## config.mk

```make
export PLATFORM = sky130hd
export DESIGN_NAME = atio_timing_io
export DESIGN_NICKNAME = d
export VERILOG_FILES = /design/src/verilog/atio_pkg.sv /design/src/verilog/atio_edge_sync.sv /design/src/verilog/atio_timing_io.sv
export SDC_FILE = /design/constraint.sdc
export NUM_CORES = 1
export LEC_CHECK = 0
export ABC_CLOCK_PERIOD_IN_PS = 1900
export BUFFER_PORTS_ARGS = -buffer_cell sky130_fd_sc_hd__buf_2
export CORE_MARGIN = 1
export CORE_UTILIZATION = 46
export CTS_CLUSTER_SIZE = 14
export DETAILED_ROUTE_END_ITERATION = 8
export HOLD_SLACK_MARGIN = 0.15
export PLACE_DENSITY_LB_ADDON = 0.15
export SETUP_SLACK_MARGIN = 0.3
export SLEW_MARGIN = 5
export SYNTH_ARGS = -nofsm -noshare
export SYNTH_HDL_FRONTEND = slang
export SYNTH_SLANG_ARGS = --single-unit
```

## constraint.sdc

```tcl
create_clock -name ref_clk -period 1.9 [get_ports ref_clk]
set_input_delay 0.285 -clock ref_clk [delete_from_list [all_inputs] [get_ports ref_clk]]
set_output_delay 0.285 -clock ref_clk [all_outputs]
set_load 0.05 [all_outputs]
```

## src/verilog/atio_pkg.sv

```systemverilog
package atio_pkg;
	// Register offsets on the plain port (byte addresses)
	localparam logic [3:0] ADDR_CTRL    = 4'h0;
	localparam logic [3:0] ADDR_STROBE  = 4'h4;
	localparam logic [3:0] ADDR_STATUS  = 4'h8;
	localparam logic [3:0] ADDR_CONVCNT = 4'hC;

	// Control register field positions
	localparam int CTRL_MODE_BIT  = 0;
	localparam int CTRL_ARM_BIT   = 1;
	localparam int CTRL_SCAN_BIT  = 2;
	localparam int CTRL_SENSE_BIT = 3;
	localparam int CTRL_SWCONV_BIT = 4;
	localparam logic [7:0] CTRL_RESET = 8'h00;

	// Timing
	localparam int CLK_PERIOD_NS   = 40;
	localparam int STROBE_MIN_NS   = 200;
	localparam int STROBE_CYCLES   =
		(STROBE_MIN_NS + CLK_PERIOD_NS - 1) / CLK_PERIOD_NS;
	localparam int SCAN_PULSE_NS   = 80;
	localparam int SCAN_PULSE_CYCLES =
		(SCAN_PULSE_NS + CLK_PERIOD_NS - 1) / CLK_PERIOD_NS;

	// Acquisition sequence states
	typedef enum logic [1:0] {
		ATIO_IDLE,
		ATIO_ARMED,
		ATIO_PRE,
		ATIO_POST
	} atio_state_t;

	// Synchronised edge and level events from the connector
	typedef struct packed {
		logic begin_rise;
		logic halt_fall;
		logic conv_fall;
		logic gate_low;
		logic conv_low;
	} atio_events_t;
endpackage

```

## src/verilog/atio_edge_sync.sv

```systemverilog
`timescale 1ns/1ps
// Two-stage synchroniser with rise and fall detect on the settled level
module atio_edge_sync
#(
	parameter logic IDLE_LEVEL = 1'b1
)
(
	input  wire logic ref_clk,
	input  wire logic reset,
	input  wire logic async_in,
	output logic      level_ff,
	output logic      rise,
	output logic      fall
);
	logic meta_ff;
	logic prev_ff;

	// First stage is read only by the second stage; reset loads the
	// pin's idle level so leaving reset never fakes an edge
	always_ff @(posedge ref_clk or posedge reset)
	begin
		if (reset)
		begin
			meta_ff  <= IDLE_LEVEL;
			level_ff <= IDLE_LEVEL;
			prev_ff  <= IDLE_LEVEL;
		end
		else
		begin
			meta_ff  <= async_in;
			level_ff <= meta_ff;
			prev_ff  <= level_ff;
		end
	end

	// Edges are one cycle pulses, so each edge acts once
	assign rise = level_ff & ~prev_ff;
	assign fall = ~level_ff & prev_ff;
endmodule

```

## src/verilog/atio_timing_io.sv

```systemverilog
// The address map and the address-and-strobe port were left to the implementer.
`timescale 1ns/1ps
// Notes on behaviour
// - One conversion pulse per scanned conversion
// - Pulse rising edge marks sample taken
// - Strobe write gives low pulse, 200ns min
// - Posttrigger: begin rising edge starts sequence
// - Pretrigger: begin rising edge starts preconversions
// - Pretrigger: halt falling edge starts posttrigger
// - Conversion request falling edge converts once
// - Gate or request low inhibits conversions
// - Sense reference drivable from analog ground
module atio_timing_io
#(
	parameter int CONV_CNT_W = 16
)
(
	input  wire logic        ref_clk,
	input  wire logic        reset,
	input  wire logic [3:0]  reg_addr,
	input  wire logic [31:0] reg_wdata,
	input  wire logic        reg_wr,
	input  wire logic        reg_rd,
	output logic      [31:0] reg_rdata_ff,
	input  wire logic        acq_begin_trig_n,
	input  wire logic        acq_halt_trig,
	input  wire logic        conv_request_n,
	input  wire logic        conv_gate_n,
	input  wire logic        adc_done,
	output logic             conv_start_ff,
	output logic             conv_pulse_out_ff,
	output logic             user_strobe_n_ff,
	output logic             sense_to_ground_ff,
	output logic             acq_active_ff,
	output logic             acq_post_ff
);
	atio_pkg::atio_events_t ev;
	atio_pkg::atio_state_t  state_ff;
	atio_pkg::atio_state_t  nxt_state;
	logic [7:0]             ctrl_ff;
	logic [2:0]             strobe_cnt_ff;
	logic [2:0]             scan_cnt_ff;
	logic [CONV_CNT_W-1:0]  conv_cnt_ff;
	logic                   conv_busy_ff;
	logic                   begin_lvl;
	logic                   halt_lvl;
	logic                   conv_lvl;
	logic                   gate_lvl;
	logic                   conv_ok;
	logic                   arm_pulse;
	logic                   sw_conv;

	// Connector inputs cross into ref_clk before any edge logic
	atio_edge_sync u_begin
	(
		.ref_clk  (ref_clk),
		.reset    (reset),
		.async_in (acq_begin_trig_n),
		.level_ff (begin_lvl),
		.rise     (ev.begin_rise),
		.fall     ()
	);
	atio_edge_sync #(.IDLE_LEVEL(1'b0)) u_halt
	(
		.ref_clk  (ref_clk),
		.reset    (reset),
		.async_in (acq_halt_trig),
		.level_ff (halt_lvl),
		.rise     (),
		.fall     (ev.halt_fall)
	);
	atio_edge_sync u_conv
	(
		.ref_clk  (ref_clk),
		.reset    (reset),
		.async_in (conv_request_n),
		.level_ff (conv_lvl),
		.rise     (),
		.fall     (ev.conv_fall)
	);
	atio_edge_sync u_gate
	(
		.ref_clk  (ref_clk),
		.reset    (reset),
		.async_in (conv_gate_n),
		.level_ff (gate_lvl),
		.rise     (),
		.fall     ()
	);

	assign ev.gate_low  = ~gate_lvl;
	assign ev.conv_low  = ~conv_lvl;

	// Register decode strobes
	assign arm_pulse = reg_wr && reg_addr == atio_pkg::ADDR_CTRL
		&& reg_wdata[atio_pkg::CTRL_ARM_BIT];
	assign sw_conv = reg_wr && reg_addr == atio_pkg::ADDR_CTRL
		&& reg_wdata[atio_pkg::CTRL_SWCONV_BIT];

	// A request edge converts unless gated; a request held low also
	// blocks software converts, so only the edge itself gets through
	assign conv_ok = (ev.conv_fall || (sw_conv && !ev.conv_low))
		&& !ev.gate_low && !conv_busy_ff
		&& (state_ff == atio_pkg::ATIO_PRE
		|| state_ff == atio_pkg::ATIO_POST);

	// Control register; arm and software convert bits self-clear
	always_ff @(posedge ref_clk or posedge reset)
	begin
		if (reset)
			ctrl_ff <= atio_pkg::CTRL_RESET;
		else if (reg_wr && reg_addr == atio_pkg::ADDR_CTRL)
		begin
			ctrl_ff    <= reg_wdata[7:0];
			ctrl_ff[atio_pkg::CTRL_ARM_BIT]   <= 1'b0;
			ctrl_ff[atio_pkg::CTRL_SWCONV_BIT] <= 1'b0;
		end
	end

	// Sense node drive follows the program bit
	always_ff @(posedge ref_clk or posedge reset)
	begin
		if (reset)
			sense_to_ground_ff <= 1'b0;
		else
			sense_to_ground_ff <= ctrl_ff[atio_pkg::CTRL_SENSE_BIT];
	end

	// Sequence state: mode bit 1 is pretrigger
	always_comb
	begin
		nxt_state = state_ff;
		case (state_ff)
			atio_pkg::ATIO_IDLE:
				if (arm_pulse)
					nxt_state = atio_pkg::ATIO_ARMED;
			atio_pkg::ATIO_ARMED:
				if (ev.begin_rise)
				begin
					if (ctrl_ff[atio_pkg::CTRL_MODE_BIT])
						nxt_state = atio_pkg::ATIO_PRE;
					else
						nxt_state = atio_pkg::ATIO_POST;
				end
			atio_pkg::ATIO_PRE:
				if (ev.halt_fall)
					nxt_state = atio_pkg::ATIO_POST;
			atio_pkg::ATIO_POST:
				if (reg_wr && reg_addr == atio_pkg::ADDR_CTRL
					&& !reg_wdata[atio_pkg::CTRL_ARM_BIT])
					nxt_state = atio_pkg::ATIO_IDLE;
			default:
				nxt_state = atio_pkg::ATIO_IDLE;
		endcase
	end

	always_ff @(posedge ref_clk or posedge reset)
	begin
		if (reset)
			state_ff <= atio_pkg::ATIO_IDLE;
		else
			state_ff <= nxt_state;
	end

	// Status outputs for the sequencer
	always_ff @(posedge ref_clk or posedge reset)
	begin
		if (reset)
		begin
			acq_active_ff <= 1'b0;
			acq_post_ff   <= 1'b0;
		end
		else
		begin
			acq_active_ff <= nxt_state == atio_pkg::ATIO_PRE
				|| nxt_state == atio_pkg::ATIO_POST;
			acq_post_ff   <= nxt_state == atio_pkg::ATIO_POST;
		end
	end

	// Conversion start and busy until the converter reports done
	always_ff @(posedge ref_clk or posedge reset)
	begin
		if (reset)
		begin
			conv_start_ff <= 1'b0;
			conv_busy_ff  <= 1'b0;
		end
		else
		begin
			conv_start_ff <= conv_ok;
			if (conv_ok)
				conv_busy_ff <= 1'b1;
			else if (adc_done)
				conv_busy_ff <= 1'b0;
		end
	end

	// Scan pulse rises at done, falls after SCAN_PULSE_CYCLES high cycles
	always_ff @(posedge ref_clk or posedge reset)
	begin
		if (reset)
		begin
			conv_pulse_out_ff <= 1'b0;
			scan_cnt_ff       <= 3'h0;
		end
		else if (conv_busy_ff && adc_done
			&& ctrl_ff[atio_pkg::CTRL_SCAN_BIT])
		begin
			conv_pulse_out_ff <= 1'b1;
			scan_cnt_ff       <= 3'(atio_pkg::SCAN_PULSE_CYCLES - 1);
		end
		else if (scan_cnt_ff != 3'h0)
			scan_cnt_ff <= scan_cnt_ff - 3'h1;
		else
			conv_pulse_out_ff <= 1'b0;
	end

	// Count of conversions started, cleared on arm, readable by software
	always_ff @(posedge ref_clk or posedge reset)
	begin
		if (reset)
			conv_cnt_ff <= '0;
		else if (arm_pulse)
			conv_cnt_ff <= '0;
		else if (conv_ok)
			conv_cnt_ff <= conv_cnt_ff + 1'b1;
	end

	// Strobe write: low for the rounded-up minimum; a rewrite restarts
	always_ff @(posedge ref_clk or posedge reset)
	begin
		if (reset)
		begin
			user_strobe_n_ff <= 1'b1;
			strobe_cnt_ff    <= 3'h0;
		end
		else if (reg_wr && reg_addr == atio_pkg::ADDR_STROBE)
		begin
			user_strobe_n_ff <= 1'b0;
			strobe_cnt_ff    <= 3'(atio_pkg::STROBE_CYCLES - 1);
		end
		else if (strobe_cnt_ff != 3'h0)
			strobe_cnt_ff <= strobe_cnt_ff - 3'h1;
		else
			user_strobe_n_ff <= 1'b1;
	end

	// Read data stand only in the cycle after the read strobe
	always_ff @(posedge ref_clk or posedge reset)
	begin
		if (reset)
			reg_rdata_ff <= 32'h0;
		else if (reg_rd)
			case (reg_addr)
				atio_pkg::ADDR_CTRL:
					reg_rdata_ff <= {24'h0, ctrl_ff};
				atio_pkg::ADDR_STATUS:
					reg_rdata_ff <= {24'h0, acq_post_ff, acq_active_ff,
						conv_busy_ff, ~halt_lvl, begin_lvl, ev.gate_low,
						ev.conv_low, user_strobe_n_ff};
				atio_pkg::ADDR_CONVCNT:
					reg_rdata_ff <= 32'(conv_cnt_ff);
				default:
					reg_rdata_ff <= 32'h0;
			endcase
		else
			reg_rdata_ff <= 32'h0;
	end
endmodule

```

After elaboration in Yosys (flattened, before gate mapping)
Index checks and enable logic that the tools add are counted.

word-level totals
  output and inout bits = 38
  bits of input ports = 45
  flip-flop bits (word level) = 80

operators by class
  add/sub/neg operators = 3
  equality and inequality tests = 10
  muxes and demuxes = 20
  bitwise operators = 7
  reduce and logical (&&, ||, !) cells = 24

operators by type and width
  cell                   number
  $pmux 16 s3            1
  $mux 16                2
  $mux 32                1
  $add 16x1->16 const B  1
  $mux 3                 4
  $logic_and 1x1->1      11
  $eq 2x2->1 const B     4
  $eq 4x4->1 const B     2
  $mux 2                 4
  $pmux 2 s4             1
  $reduce_bool 2->1      4
  $mux 1                 7
  $reduce_bool 3->1      2
  $sub 3x1->3 const B    2
  $eq 4x3->1 const B     1
  $logic_not 4->1        1
  $ne 2x2->1 const B     2
  $not 1->1              4
  $and 1x1->1            3
  $logic_or 1x1->1       3
  $eq 2x1->1 const B     1
  $logic_not 1->1        2
  $logic_not 2->1        1

Depth between registers and ports, before layout
  depth after elaboration = 10
  depth in mapped cells = 7
  gate-level depth less buffers = 5

By module
A second synthesis with hierarchy kept.

unflattened totals
  cell total of the unflattened synthesis = 276
  area total of the unflattened synthesis = 2989.1 um2

by module, submodules not included
  module                        times used  seq. area each (um2)  area each (um2)  cells each
  atio_timing_io                1           1327.5                2602.5           252
  atio_edge_sync (u_begin ...)  3           78.8                  97.6             6
  atio_edge_sync (u_halt)       1           75.1                  93.8             6

Worst setup path after synthesis
OpenSTA, ideal clock, no wires.

  path kind = register to register
  start point = reg u_conv.level_ff
  end point = reg conv_cnt_ff[15]
  cell stages (with the launch flop) = 5
  data arrival time = 1533 ps
  required time = 1822 ps
  buffers on the path = 0
  clock period less this slack = 1611 ps
  setup time = 78 ps
  setup slack = 289 ps
  cells stage by stage = dfstp_2 o211a_1 nand4_1 or4_1 a21oi_1

between the ends
  cells in the longest elaborated chain, start to end = 7
  elaborated cells on any way between the ends = 8
  classes of those cells = bitwise: 2; reduce/logical: 6

RTL lines
  item                                  RTL line               text
  from (decl)                           atio_edge_sync.sv:11   output logic level_ff,
  from (signal assigned)                atio_edge_sync.sv:31   level_ff <= meta_ff;
  $not 1->1                             atio_edge_sync.sv:38   assign fall = ~level_ff & prev_ff;
  $and 1x1->1                           atio_edge_sync.sv:38
  $logic_or 1x1->1 *                    atio_timing_io.sv:102  assign conv_ok = (ev.conv_fall || (sw_conv && !ev.conv_low))
  $logic_and 1x1->1 * (2 in a row)      atio_timing_io.sv:103  && !ev.gate_low && !conv_busy_ff
  $logic_and 1x1->1 *                   atio_timing_io.sv:104  && (state_ff == atio_pkg::ATIO_PRE
  $reduce_bool 2->1 (no source line) *  n/a
  to (signal assigned)                  atio_timing_io.sv:227  conv_cnt_ff <= conv_cnt_ff + 1'b1;
  to (decl)                             atio_timing_io.sv:43   logic [CONV_CNT_W-1:0] conv_cnt_ff;

Mark *: on every way between the ends. The rest lies on a longest branch, timed or not.
A chain may end at the register's enable or synchronous reset.

Final worst setup path
  start point = reg u_conv.level_ff
  end point = reg conv_cnt_ff[5]

The elaborated chain is that of the path after synthesis.

==> results.md <==
- Horizontal die dimension: between 80 and 90 µm
- Final core utilization: 0.644
- Antenna diode instance count: 0
- Final HPWL from detailed placement: approximately 3.9 mm
- Vias: 2280
- Final weighted congestion in routability-driven placement: approximately 0.76
- Cell leakage power: about 1.8 nW
- Startpoint-to-endpoint class of the critical path: register to register
- Total clock buffers created by CTS: 9
- Hold violation total from the final report: 0
- Cell area after placement: 0.00321 mm²
- Synth Cell Area: approximately 0.0029 mm²
- End of the worst hold path: conv_busy_ff
- Highest clock frequency the design can meet: about 590 MHz
- Share of power burned in the clock network: 0.331
- Top flip-flop cell by instance count after synthesis: sky130_fd_sc_hd__dfrtp_1
- TritonCTS clock tree: yes
- Remaining Overflow, GRT: 0
- FF-to-FF Start: u_conv.level_ff
- Net switching power: approximately 1.3 mW
- Transition time of the tightest slew-check pin: around 500 ps
- Shortest clock period the worst path allows after layout: ~1700 ps
- Final routed wire length divided by cell count: ~15 µm
- DIE HEIGHT: around 81 µm
- Type of element capturing the critical path: register
- Rows: 28
- Number of standard cells in the layout, taps in and fillers out: between 400 and 500
- Fraction of final layout cells with drive strength greater than 1: 0.426
- Synth unique cells: 44
- Sum of negative setup slack: 0 ps
- Number of instances in the placed design: between 300 and 400
- Post-synthesis cell type with the largest combined area: sky130_fd_sc_hd__dfrtp_1
- Crit-path cells: o211a_4, nand2_2, buf_6, or4_4, a21oi_2
- Worst-path clk slew: approximately 70 ps
- Total Routed Length: between 6 and 7 mm
- Via count of the first global-routing pass: roughly 2200
- RSZ-0062 raised after global routing: yes
- Latest clock arrival within the worst-skew pair: 340 ps
- Number of setup violations in the final report: 0
- CP startpoint kind: register
- Critical Path Max Stage Delay: 570 ps
- Slack of the worst reg-to-reg path: 210 ps
- Final Total Pwr: ~4.3 mW
- Initial Util: 0.481
- Detailed Routing Iterations Pass 1: 4
- H-tree level count: 3
- Cell with the largest stage delay on the worst path: sky130_fd_sc_hd__dfstp_2
- I/O pin total: 83
- Highest net fanout along the worst path: 10
- Mean cell area of the mapped netlist: around 11 µm²
- Share of total power in combinational logic: 0.266
- First-pass GRT wire length: 10.6 mm
- Largest net degree at the start of global routing: 32
- Worst-case vdd ir drop: 0.669 mV
- Req. time, crit path: roughly 2200 ps
- Fraction of power spent switching nets: 0.306
- Register-to-Register Path Depth: 5
- Gate count after technology mapping: ~260
- Sequential element share of the synthesized area: 0.559
- Root cell of the clock tree: sky130_fd_sc_hd__clkbuf_8
- Antenna violations before repair: 0
- Arrival time at the worst endpoint: between 1500 and 2000 ps
- Total DRC errors in the routed layout: 0
- Share of flip-flops with an asynchronous set or reset: 1.00
- Final #Nets: 397
- Flip-flop and latch count after synthesis: 64
- Area share of the leading cell type in the synthesized netlist: 0.477
- Final worst setup slack: 207 ps
- Number of max-cap violations: 0
- Startpoint of the tightest hold check path: adc_done
- Pwr per Cell Area: 1110 mW/mm²
- EDFF count, synth: 0
- GRT Resource Usage Total: 0.221
- Maximum number of buffers from clock root to sink: 2
- Core area: approximately 0.006 mm²
- Internal Pwr Total: 2.99 mW
- Result of the run: completed
- Area growth from synthesis to layout: 33.8%
- Endpoint of the lowest-slack register-to-register path: conv_cnt_ff[5]
- Antenna violation net count after detailed routing: 0
- Rel. slew slack: 0.665
- Type of the most critical hold path: input port to register
- Worst slack, placed: between 70 and 80 ps
- Number of clock sinks: 64
- Final period utilization: 0.891
- Final instance area: 0.00386 mm²
- Share of total power in sequential cells: 0.403
- Die area: 0.00659 mm²
- Port buffer count: 42
- Pins Over Slew Limit: 0
- Depth of the worst hold-timing path: 2
- Vias per Instance: 5.34
- Syn. warnings: 0
- Top area cells in the synthesized netlist: sky130_fd_sc_hd__dfrtp_1 (48%), sky130_fd_sc_hd__dfstp_2 (8.2%), sky130_fd_sc_hd__buf_4 (4.2%)
- Fin Clk Skew: between 7 and 8 ps
- Detailed Route Iter0 Violations: 121
- Post-Route Hold Slack: 173 ps
state kept, by name, indices dropped and copies added, names as in the netlist, 2 cells and up:
signal	cells
conv_cnt_ff	16
reg_rdata_ff	16
state_ff	2
ctrl_ff	6
strobe_cnt_ff	3
scan_cnt_ff	3
power groups by stage:
stage,Sequential [mW],Clock (mW),Combinational [mW]
6_report,1.73,1.42,1.14
5_1_grt,1.76,1.53,1.27
4_1_cts,1.73,1.45,1.11
3_5_place_dp,1.76,0,0.941
3_3_place_gp,1.76,0,0.910
2_1_floorplan,1.87,0,0.616
synthesized netlist by cell type, drive strengths merged (2+ instances only):
cell type	n
nand3	8
dfstp	9
nand4	5
or3	2
and3	2
a22oi	6
dfrtp	55
nor2	19
o31ai	13
clkbuf	5
nand2	13
xnor2	2
a31oi	2
ha	5
inv	13
nand2b	2
buf	19
mux2	9
nor3b	2
o211a	2
o32a	2
and4	3
o21ai	6
a21oi	20
and2	7
nor2b	2
or4	13
layout make-up:
cell class                 instances  area (µm²)
fill                             475        2130
sequential                        64        1620
multi-input combinational        174        1260
timing repair buffer              85         581
clock buffer                      11         141
clock inverter                     5         104
tap                               75        93.8
inverter                          13        56.3
critical path, delay by kind of cell (launching register included):
family,cells,cell delay [ps]
buffers and inverters,1,140
flip-flops,1,570
AO/OA/AOI/OAI,2,330
AND/OR/NAND/NOR,2,580
layer usage:
metal | track usage | wire [µm] | up-vias
met5 | 0 | 0 | -
li1 | - | - | 1087
met3 | 0.0674 | 329 | 9
met2 | 0.361 | 3390 | 68
met4 | 0.0893 | 96 | 0
met1 | 0.270 | 2760 | 1116
worst max-delay path by stage:
stage	from	endpoint	cells past startpoint
floorplan	u_conv.level_ff	conv_cnt_ff[15]	4
finish	u_conv.level_ff	conv_cnt_ff[5]	5
global route	u_conv.level_ff	conv_cnt_ff[4]	5
detailed placement	reg_addr[1]	conv_cnt_ff[14]	5
CTS	u_conv.level_ff	conv_cnt_ff[10]	4
global placement	conv_cnt_ff[0]	conv_cnt_ff[10]	5
logic make-up (layout without fill, tap and decap cells):
family,Yosys count,in the layout,share of synthesized area
AOI/OAI and AO/OA,58,60,0.138
other,1,16,0.00130
DFF,64,64,0.559
buffers and inverters,37,114,0.0746
xor gates and xnor gates,2,2,0.00607
adders and majority gates,5,5,0.0217
muxes,10,10,0.0386
and+or+nand+nor,81,81,0.161
what timing repair did:
item / CTS / global route
gates cloned: 2 / 0
buffers inserted: 16 / 7
endpoints found under the hold margin: 25 / 0
hold buffers: 5 / 0
endpoints found under the setup margin: 18 / 16
resized for setup: 10 / 28
pin swaps: 20 / 6
placed cells by master, fill, tap and decap left out, drive strengths merged, types with 3 or more instances in the layout:
cell type / n
nand3: 8
ha: 5
a22oi: 6
o31ai: 13
clkbuf: 11
nand2: 13
dfrtp: 55
dfstp: 9
inv: 11
o21ai: 6
bufinv: 3
and2: 7
a31oi: 4
nor2: 19
conb: 16
and4: 3
a21oi: 20
nand4: 5
or4: 13
dlygate4sd3: 5
mux2: 9
buf: 80
Power figures use the tool's default switching activity.
